## config.mk

```make
export PLATFORM = sky130hd
export DESIGN_NAME = cpu_core_map
export DESIGN_NICKNAME = d
export VERILOG_FILES = /design/src/include/cpu_core_pkg.sv /design/src/hw/data_addr_gen.sv /design/src/hw/cpu_core_map.sv
export VERILOG_INCLUDE_DIRS = /design/src /design/src/include
export SDC_FILE = /design/constraint.sdc
export NUM_CORES = 1
export LEC_CHECK = 0
export BUFFER_PORTS_ARGS = -buffer_cell sky130_fd_sc_hd__buf_2
export CORE_MARGIN = 5
export CORE_UTILIZATION = 47
export CTS_CLUSTER_DIAMETER = 30
export DETAILED_ROUTE_END_ITERATION = 12
export GPL_TIMING_DRIVEN = 0
export PLACE_DENSITY = 0.91
export SYNTH_ARGS = -nofsm -noshare
export SYNTH_HDL_FRONTEND = slang
export SYNTH_HIERARCHICAL = 1
export SYNTH_SLANG_ARGS = --single-unit
```

## constraint.sdc

```tcl
create_clock -name core_clk -period 2.24 [get_ports core_clk]
set_input_delay 0.336 -clock core_clk [delete_from_list [all_inputs] [get_ports core_clk]]
set_output_delay 0.336 -clock core_clk [all_outputs]
set_load 0.01 [all_outputs]
```

## src/include/cpu_core_regs.svh

```systemverilog
// Constants of the core timing, program map, data map and stack.
// Assumes inclusion by bare name from the design files.
`ifndef CPU_CORE_REGS_SVH
`define CPU_CORE_REGS_SVH
`define XTAL_HZ 32768
`define RC_HZ 400000
`define MAX_MCYCLES 3'h5
`define MIN_MCYCLES 3'h1
`define PC_RESET 12'h000
`define SC_TABLE_BASE 12'h010
`define SC_TABLE_END 12'h01f
`define IRQ_AREA_BASE 12'h020
`define IRQ_AREA_END 12'h03d
`define IRQ_VEC_LAST 4'he
`define TEST_AREA_BASE 12'hfe0
`define TEST_AREA_END 12'hfff
`define SP_RESET 8'hff
`define SP_FIXED_MASK 8'h81
`define COMMON_LIMIT 8'h7f
`define SFR_TOP 8'h7f
`define RAM_BANK 3'h7
`define SFR_BANK 3'h0
`endif

```

## src/include/cpu_core_pkg.sv

```systemverilog
// Types shared by the core map block and its address generator.
// Assumes cpu_core_regs.svh is compiled alongside.
package cpu_core_pkg;
  typedef enum logic [1:0] {
    first_state,
    second_state,
    third_state
  } tstate_t;

  typedef enum logic [1:0] {
    mode_primary,
    mode_secondary,
    mode_direct,
    mode_stack
  } addr_mode_t;

  typedef struct packed {
    logic [2:0] bank;
    logic [7:0] offset;
  } data_addr_t;

  typedef struct packed {
    logic en;
    data_addr_t addr;
    logic [7:0] data;
  } stack_wr_t;

  typedef struct packed {
    tstate_t tstate;
    logic [2:0] mcycle;
    logic fetch;
    logic instr_end;
  } timing_t;
endpackage

```

## src/hw/data_addr_gen.sv

```systemverilog
// Data memory address former: bank choice and 8-bit in-bank offset.
// Assumes all inputs are stable register outputs of the same clock.
`timescale 1ns/1ps
`include "cpu_core_regs.svh"
module data_addr_gen (
  input cpu_core_pkg::addr_mode_t mode,
  input wire logic bank_common_flag,
  input wire logic bank_enable_flag,
  input wire logic [2:0] bank_sel_zero,
  input wire logic [2:0] bank_sel_one,
  input wire logic [7:0] low_addr,
  input wire logic [7:0] stack_top_pointer,
  output cpu_core_pkg::data_addr_t addr,
  output logic ram_sel,
  output logic sfr_sel
);
  logic [2:0] sel;

  // Bank select register choice per addressing mode
  always_comb begin
    sel = bank_sel_zero;
    if (mode != cpu_core_pkg::mode_primary && bank_enable_flag) begin
      sel = bank_sel_one;
    end
  end

  // Odd select values reach the RAM bank, even ones the SFR bank
  always_comb begin
    addr.offset = low_addr;
    addr.bank = sel[0] ? `RAM_BANK : `SFR_BANK;
    case (mode)
      cpu_core_pkg::mode_stack: begin
        // Stack always in the RAM bank
        addr.bank = `RAM_BANK;
        addr.offset = stack_top_pointer & 8'hfe; // Bit 0 unused for pairs
      end
      cpu_core_pkg::mode_direct: begin
        // Common window overrides bank selection
        if (bank_common_flag && low_addr <= `COMMON_LIMIT) begin
          addr.bank = `SFR_BANK;
        end
      end
      default: begin
      end
    endcase
  end

  // Region decode
  assign ram_sel = (addr.bank == `RAM_BANK);
  assign sfr_sel = (addr.bank == `SFR_BANK) && (addr.offset <= `SFR_TOP);
endmodule

```

## src/hw/cpu_core_map.sv

```systemverilog
// Core timing, program counter, data bank mapping, stack and carry.
// Assumes decoder and ALU controls come from logic on the same clock;
// only the oscillator strap comes from a pin.
`timescale 1ns/1ps
`include "cpu_core_regs.svh"
module cpu_core_map (
  input wire logic core_clk,
  input wire logic rst,
  input wire logic osc_rc_strap,
  input wire logic [2:0] instr_len,
  input wire logic pc_inc,
  input wire logic pc_load,
  input wire logic [11:0] pc_load_addr,
  input wire logic short_call,
  input wire logic [2:0] short_call_idx,
  input wire logic irq_take,
  input wire logic [3:0] irq_vec_idx,
  input wire logic [7:0] acc_pair,
  input wire logic [7:0] pointer_pair_primary,
  input wire logic [7:0] pointer_pair_secondary,
  input wire logic [7:0] direct_addr,
  input cpu_core_pkg::addr_mode_t data_mode,
  input wire logic bank_common_flag,
  input wire logic bank_enable_flag,
  input wire logic [2:0] bank_sel_zero,
  input wire logic [2:0] bank_sel_one,
  input wire logic stk_push,
  input wire logic stk_pop,
  input wire logic [7:0] stk_push_data,
  input wire logic sp_wr_en,
  input wire logic sp_wr_wide,
  input wire logic [7:0] sp_wr_data,
  input wire logic sp_rd_en,
  input wire logic sp_rd_wide,
  input wire logic alu_add,
  input wire logic alu_sub,
  input wire logic alu_carry_out,
  input wire logic alu_borrow_out,
  output cpu_core_pkg::timing_t timing,
  output logic clk_src_rc,
  output logic [11:0] instr_counter,
  output logic [11:0] prog_addr,
  output logic in_short_table,
  output logic in_irq_area,
  output logic in_test_area,
  output cpu_core_pkg::data_addr_t data_addr,
  output logic ram_sel,
  output logic sfr_sel,
  output cpu_core_pkg::stack_wr_t stack_wr,
  output logic [7:0] sp_rd_data,
  output logic sp_rd_valid,
  output logic ctx_busy,
  output logic carry_flag
);
  cpu_core_pkg::tstate_t tstate_reg;
  logic [2:0] mcycle_reg;
  logic [2:0] len_reg;
  logic [2:0] len_next;
  logic [1:0] strap_sync_reg;
  logic [11:0] pc_reg;
  logic [7:0] stack_top_pointer_reg;
  logic [1:0] ctx_step_reg;
  logic [3:0] vec_reg;
  logic carry_reg;
  logic [7:0] low_addr;
  logic [7:0] ctx_data;
  logic [7:0] sp_dec;
  logic [7:0] sp_inc;
  logic m1_first;
  logic last_state;

  // Whole block runs on the falling edge so states span fall to fall
  // Clamp length into the legal range of machine cycles
  always_comb begin
    len_next = instr_len;
    if (instr_len < `MIN_MCYCLES) begin
      len_next = `MIN_MCYCLES;
    end else if (instr_len > `MAX_MCYCLES) begin
      len_next = `MAX_MCYCLES;
    end
  end

  assign m1_first = (tstate_reg == cpu_core_pkg::first_state) &&
                    (mcycle_reg == `MIN_MCYCLES);
  assign last_state = (tstate_reg == cpu_core_pkg::third_state) &&
                      (mcycle_reg == len_reg);

  // Three states per machine cycle, one clock each
  always_ff @(negedge core_clk) begin
    if (rst) begin
      tstate_reg <= cpu_core_pkg::first_state;
    end else begin
      case (tstate_reg)
        cpu_core_pkg::first_state: tstate_reg <= cpu_core_pkg::second_state;
        cpu_core_pkg::second_state: tstate_reg <= cpu_core_pkg::third_state;
        cpu_core_pkg::third_state: tstate_reg <= cpu_core_pkg::first_state;
        default: tstate_reg <= cpu_core_pkg::first_state;
      endcase
    end
  end

  // Machine cycle count within the instruction
  always_ff @(negedge core_clk) begin
    if (rst) begin
      mcycle_reg <= `MIN_MCYCLES;
      len_reg <= `MIN_MCYCLES;
    end else begin
      if (m1_first) begin
        len_reg <= len_next; // Length latched once per instruction
      end
      if (tstate_reg == cpu_core_pkg::third_state) begin
        mcycle_reg <= last_state ? `MIN_MCYCLES : mcycle_reg + 3'h1;
      end
    end
  end

  assign timing.tstate = tstate_reg;
  assign timing.mcycle = mcycle_reg;
  assign timing.fetch = m1_first;
  assign timing.instr_end = last_state;

  // Oscillator choice strap, synchronised before use
  always_ff @(negedge core_clk) begin
    if (rst) begin
      strap_sync_reg <= 2'h0;
    end else begin
      strap_sync_reg <= {strap_sync_reg[0], osc_rc_strap};
    end
  end

  assign clk_src_rc = strap_sync_reg[1]; // 1: RC, 0: crystal

  // Counter update; interrupt vector wins over jump, table call, step
  always_ff @(negedge core_clk) begin
    if (rst) begin
      pc_reg <= `PC_RESET;
      vec_reg <= 4'h0;
    end else if (irq_take && ctx_step_reg == 2'h0) begin
      vec_reg <= (irq_vec_idx > `IRQ_VEC_LAST) ? `IRQ_VEC_LAST : irq_vec_idx;
    end else if (ctx_step_reg == 2'h3) begin
      // Two bytes per vector slot
      pc_reg <= `IRQ_AREA_BASE + {7'h0, vec_reg, 1'b0};
    end else if (pc_load) begin
      pc_reg <= pc_load_addr;
    end else if (short_call) begin
      // Eight two-byte entry slots
      pc_reg <= `SC_TABLE_BASE + {8'h0, short_call_idx, 1'b0};
    end else if (pc_inc) begin
      pc_reg <= pc_reg + 12'h001; // Wraps within 4K
    end
  end

  assign instr_counter = pc_reg;
  assign prog_addr = pc_reg; // Byte address, 0..4095
  // Region flags for the fetch unit; test area is off-limits
  assign in_short_table = (pc_reg >= `SC_TABLE_BASE) &&
                          (pc_reg <= `SC_TABLE_END);
  assign in_irq_area = (pc_reg >= `IRQ_AREA_BASE) &&
                       (pc_reg <= `IRQ_AREA_END);
  assign in_test_area = (pc_reg >= `TEST_AREA_BASE);

  // Offset source per addressing mode
  always_comb begin
    case (data_mode)
      cpu_core_pkg::mode_primary: low_addr = pointer_pair_primary;
      cpu_core_pkg::mode_secondary: low_addr = pointer_pair_secondary;
      cpu_core_pkg::mode_direct: low_addr = direct_addr;
      default: low_addr = stack_top_pointer_reg;
    endcase
  end

  // Nibble-wide data space, distinct from program space
  data_addr_gen u_addr (
    .mode(data_mode),
    .bank_common_flag(bank_common_flag),
    .bank_enable_flag(bank_enable_flag),
    .bank_sel_zero(bank_sel_zero),
    .bank_sel_one(bank_sel_one),
    .low_addr(low_addr),
    .stack_top_pointer(stack_top_pointer_reg),
    .addr(data_addr),
    .ram_sel(ram_sel),
    .sfr_sel(sfr_sel)
  );

  // Context save walks accumulator pair, primary pair, carry
  always_ff @(negedge core_clk) begin
    if (rst) begin
      ctx_step_reg <= 2'h0;
    end else if (ctx_step_reg != 2'h0) begin
      ctx_step_reg <= ctx_step_reg + 2'h1; // Step 3 loads the vector
    end else if (irq_take) begin
      ctx_step_reg <= 2'h1;
    end
  end

  assign ctx_busy = (ctx_step_reg != 2'h0);

  always_comb begin
    case (ctx_step_reg)
      2'h1: ctx_data = acc_pair;
      2'h2: ctx_data = pointer_pair_primary;
      2'h3: ctx_data = {7'h00, carry_reg};
      default: ctx_data = stk_push_data;
    endcase
  end

  // Middle six bits wrap, so a deep stack never clears the end bits
  assign sp_dec = (stack_top_pointer_reg - 8'h02) | `SP_FIXED_MASK;
  assign sp_inc = (stack_top_pointer_reg + 8'h02) | `SP_FIXED_MASK;

  // Stack pointer: six middle bits count, ends fixed at one
  // Saving takes priority, so decoder pushes are ignored while busy
  always_ff @(negedge core_clk) begin
    if (rst) begin
      stack_top_pointer_reg <= `SP_RESET;
    end else if (ctx_busy) begin
      stack_top_pointer_reg <= sp_dec;
    end else if (sp_wr_en && sp_wr_wide) begin
      // Nibble writes never reach it
      stack_top_pointer_reg <= sp_wr_data | `SP_FIXED_MASK;
    end else if (stk_push && !stk_pop) begin
      stack_top_pointer_reg <= sp_dec;
    end else if (stk_pop && !stk_push) begin
      stack_top_pointer_reg <= sp_inc;
    end
  end

  // Byte pair at current top, then count down
  always_ff @(negedge core_clk) begin
    if (rst) begin
      stack_wr <= '0;
    end else begin
      // A byte write or a simultaneous pop blocks the push, as in the pointer update
      stack_wr.en <= ctx_busy ||
                     (stk_push && !stk_pop && !(sp_wr_en && sp_wr_wide));
      stack_wr.addr.bank <= `RAM_BANK;
      stack_wr.addr.offset <= stack_top_pointer_reg & 8'hfe;
      stack_wr.data <= ctx_data;
    end
  end

  // Byte-wide read only, fixed bits forced to one
  always_ff @(negedge core_clk) begin
    if (rst) begin
      sp_rd_data <= `SP_RESET;
      sp_rd_valid <= 1'b0;
    end else begin
      sp_rd_valid <= sp_rd_en && sp_rd_wide;
      if (sp_rd_en && sp_rd_wide) begin
        sp_rd_data <= stack_top_pointer_reg | `SP_FIXED_MASK;
      end
    end
  end

  // Carry from add, borrow from subtract
  always_ff @(negedge core_clk) begin
    if (rst) begin
      carry_reg <= 1'b0;
    end else if (alu_add) begin
      carry_reg <= alu_carry_out;
    end else if (alu_sub) begin
      carry_reg <= alu_borrow_out;
    end
  end

  assign carry_flag = carry_reg;
endmodule

```

==> run_results.csv <==
group,metric,value,unit
place,place_ws,-0.619,ns
run,cap_violations,0,
yosys,yosysUniqueCellTypes,61,
clocking,clock-sinks,59,
finish,fin_nets,841,
run_status,violations,"setup timing",
drt,vias,5037,
yosys,synth_seq_cells,59,
finish,final_cells,836,
yosys,synth_area,3560,µm²
clocking,htree_levels,3,
finish,top_register,"stack_wr",
floorplanning,core-area,7330,µm²
timing,setup_viol,85,
pwr,p_seq_share,26.1,%
drt,vias_per_cell,6.03,
timing,timing.final.ws_setup,-0.949,ns
finish,layout.cells.most_common,"buf_2",
finish,largest_reg_flops,17,
clocking,clk_latency,0.43,ns
pwr,p_sw,0.00228,W
run_status,status,"complete, but fails checks",
grt,grt_max_degree,13,
yosys,synth-edff-count,0,
critical_path,cp_num_buf_inv,2,
finish,fill_cells,317,
yosys,postSynthAreaPerCell,8.44,µm²
finish,drive_gt1_share,56.2,%
timing,rsz0062_at_grt,"true",
critical_path,required,1.90,ns
critical_path,endpoint_kind,"output pin",
pwr,internal_power,0.00302,W
critical_path,crit_chain,"buf_8 -> mux4_2 -> mux2_4 -> buf_6",
hold_path,min_path_type,"flip-flop to flip-flop",
floorplanning,rows,31,
pwr,switching_share,43.0,%
critical_path,crit_fanout,2,
floorplanning,io_pins,176,
grt,grt_pass1_vias,4782,
place,dpl.cell_count,687,
yosys,yosysWarnings,6,
timing,fin_skew,0.0480,ns
timing,fin_setup_tns,-18.20,ns
drt,wire_per_inst,21.7,µm
yosys,synth_top_flop_cell,"dfxtp_1",
grt,grt_antenna_before_repair,0,
timing,worstMarginPinSlew,0.619,ns
drt,dr.pass1.iters,5,
drt,ant_nets,0,
drt,drc,0,
pwr,worst_ir_drop_vdd,0.508,mV
clocking,cts-buffers-inserted,9,
finish,mostFrequentLayoutCells,"108 x buf_2, 94 x buf_6, 66 x inv_1, 63 x buf_4, 36 x nand2_1",
floorplanning,start_util,48.6,%
pwr,p_leak,3.25,nW
drt,first_iter_violations,393,
pwr,combinationalPowerShare,46.0,%
timing,hold_viol,0,
critical_path,path_delay_family,"multiplexers",
floorplanning,fp.dieH,97.0,µm
yosys,async_reset_ff_share,0,%
place,dp_hpwl,9020,µm
pwr,clkPwrFrac,27.8,%
clocking,path_clk_slew,0.05,ns
clocking,cts_tree,"built",
clocking,cts_max_path_buffers,2,
timing,drv_slew,0,
finish,num_antenna_cells,0,
place,gp_congestion,0.920,
drt,totalWireLength,18200,µm
grt,grt_pass1_wl,22700,µm
grt,overflow,0,
place,io_buffers,164,
grt,grtUsageTotal,29.3,%
critical_path,path_class,"flip-flop to output pin",
critical_path,worstSetupStartpointType,"flip-flop",
timing,slew_headroom,58.7,%
clocking,clock-root-buffer,"clkbuf_8",
floorplanning,fp.dieW,97.0,µm
critical_path,cp.arrival,2.85,ns
yosys,seq_area_frac_synth,33.2,%
pwr,power.density,809,nW/µm²
floorplanning,die_area,9410,µm²
yosys,netlist_instances,422,
critical_path,critPathSlowestCell,"mux4_2",
critical_path,slowest_delay,0.46,ns
finish,area_growth,84.0,%
-- cell families (layout without fill, tap and decap cells) --
| kind of cell | after synthesis | in the layout | share of synthesized area [%] |
|---|---|---|---|
| xor+xnor | 17 | 17 | 4.18 |
| mux | 19 | 19 | 7.70 |
| fa+ha+maj | 12 | 12 | 4.22 |
| flops | 59 | 59 | 33.2 |
| other cells | 2 | 4 | 0.211 |
| buf+inv | 60 | 373 | 9.35 |
| simple gates | 156 | 156 | 22.0 |
| compound gates | 97 | 97 | 19.1 |
-- cell type report --
class	count	area, µm²	area share (%)
multi-input cells	305	2390	36.5
repair buffers	245	1920	29.4
flip-flops and latches	59	1290	19.7
plain buffers	39	342	5.22
clock inverters	66	280	4.28
clock buffers	9	124	1.89
well taps	99	124	1.89
inverters	14	75.1	1.15
-- metrics by stage --
| stage | area [µm²] | power [W] | util, % | hold slack, ns |
|---|---|---|---|---|
| 2_1_floorplan | 3820 | 0.00256 | - | 0.414 |
| 6_report | 6550 | 0.00530 | 89.3 | 0.453 |
| 3_5_place_dp | 4760 | 0.00309 | 65.0 | 0.447 |
| 4_1_cts | 5990 | 0.00472 | 81.7 | 0.453 |
| 5_1_grt | 6550 | 0.00555 | 89.3 | 0.456 |
| 3_3_place_gp | 4760 | 0.00303 | 65.0 | 0.442 |
-- power groups by stage --
| stage | sequential, W | clock [W] | combinational (W) |
|---|---|---|---|
| 2_1_floorplan | 0.00141 | 0.000162 | 0.000994 |
| 3_3_place_gp | 0.00139 | 0.000162 | 0.00148 |
| 3_5_place_dp | 0.00140 | 0.000162 | 0.00153 |
| 4_1_cts | 0.00136 | 0.00137 | 0.00198 |
| 5_1_grt | 0.00139 | 0.00161 | 0.00255 |
| 6_report | 0.00138 | 0.00147 | 0.00244 |
-- worst paths after layout --
check                                              start                 to  cells after the start  slack (ns)
worst min register to register         strap_sync_reg[0]  strap_sync_reg[1]                      1        0.45
worst max-delay path            stack_top_pointer_reg[3]       data_addr[3]                      4       -0.95
worst max register to register          instr_counter[0]   instr_counter[8]                      8        0.28
worst min-delay path                   strap_sync_reg[0]  strap_sync_reg[1]                      1        0.45
-- routing by layer --
metal  global-route usage, %  vias up  share of wire, %
met3                    10.0      138                10
met4                    16.3        0               6.3
met5                       0        -                 0
met1                    30.1     2329                34
met2                    51.9      456                50
li1                        -     2114                 -
-- synth_stat cells, types with 4 or more instances --
| cell type | count | area [µm²] |
|---|---|---|
| a222oi_1 | 4 | 40.0 |
| clkbuf_1 | 14 | 52.6 |
| nor2b_1 | 11 | 68.8 |
| a31oi_1 | 6 | 37.5 |
| xnor2_1 | 8 | 70.1 |
| nor2_1 | 38 | 143 |
| mux4_2 | 6 | 135 |
| nand2b_1 | 4 | 25.0 |
| mux2_2 | 7 | 78.8 |
| nand2_1 | 38 | 143 |
| nand3_1 | 26 | 130 |
| buf_2 | 5 | 25.0 |
| nor3_1 | 6 | 30.0 |
| inv_1 | 14 | 52.6 |
| buf_4 | 23 | 173 |
| a221o_1 | 10 | 100 |
| o21ai_0 | 19 | 95.1 |
| and3_1 | 5 | 31.3 |
| a21oi_1 | 24 | 120 |
| dfxtp_1 | 59 | 1180 |
| mux2i_1 | 6 | 60.1 |
| xor2_1 | 9 | 78.8 |
| ha_1 | 12 | 150 |
-- repair_timing --
item | CTS | global route
endpoints found under the setup margin | 102 | 98
cloned | 1 | 0
hold buffers | 0 | 0
gates resized for setup | 118 | 85
pin swaps | 23 | 21
buffers inserted | 44 | 39
-- worst register-to-register path, delay by kind of cell (launching register included) --
family          cells  cell delay [ns]
compound gates      1             0.36
buf+inv             2             0.28
xor+xnor            1             0.12
fa+ha+maj           1             0.24
flops               1             0.37
simple gates        3             0.49
Note: power is estimated with default switching activity, not from simulation.
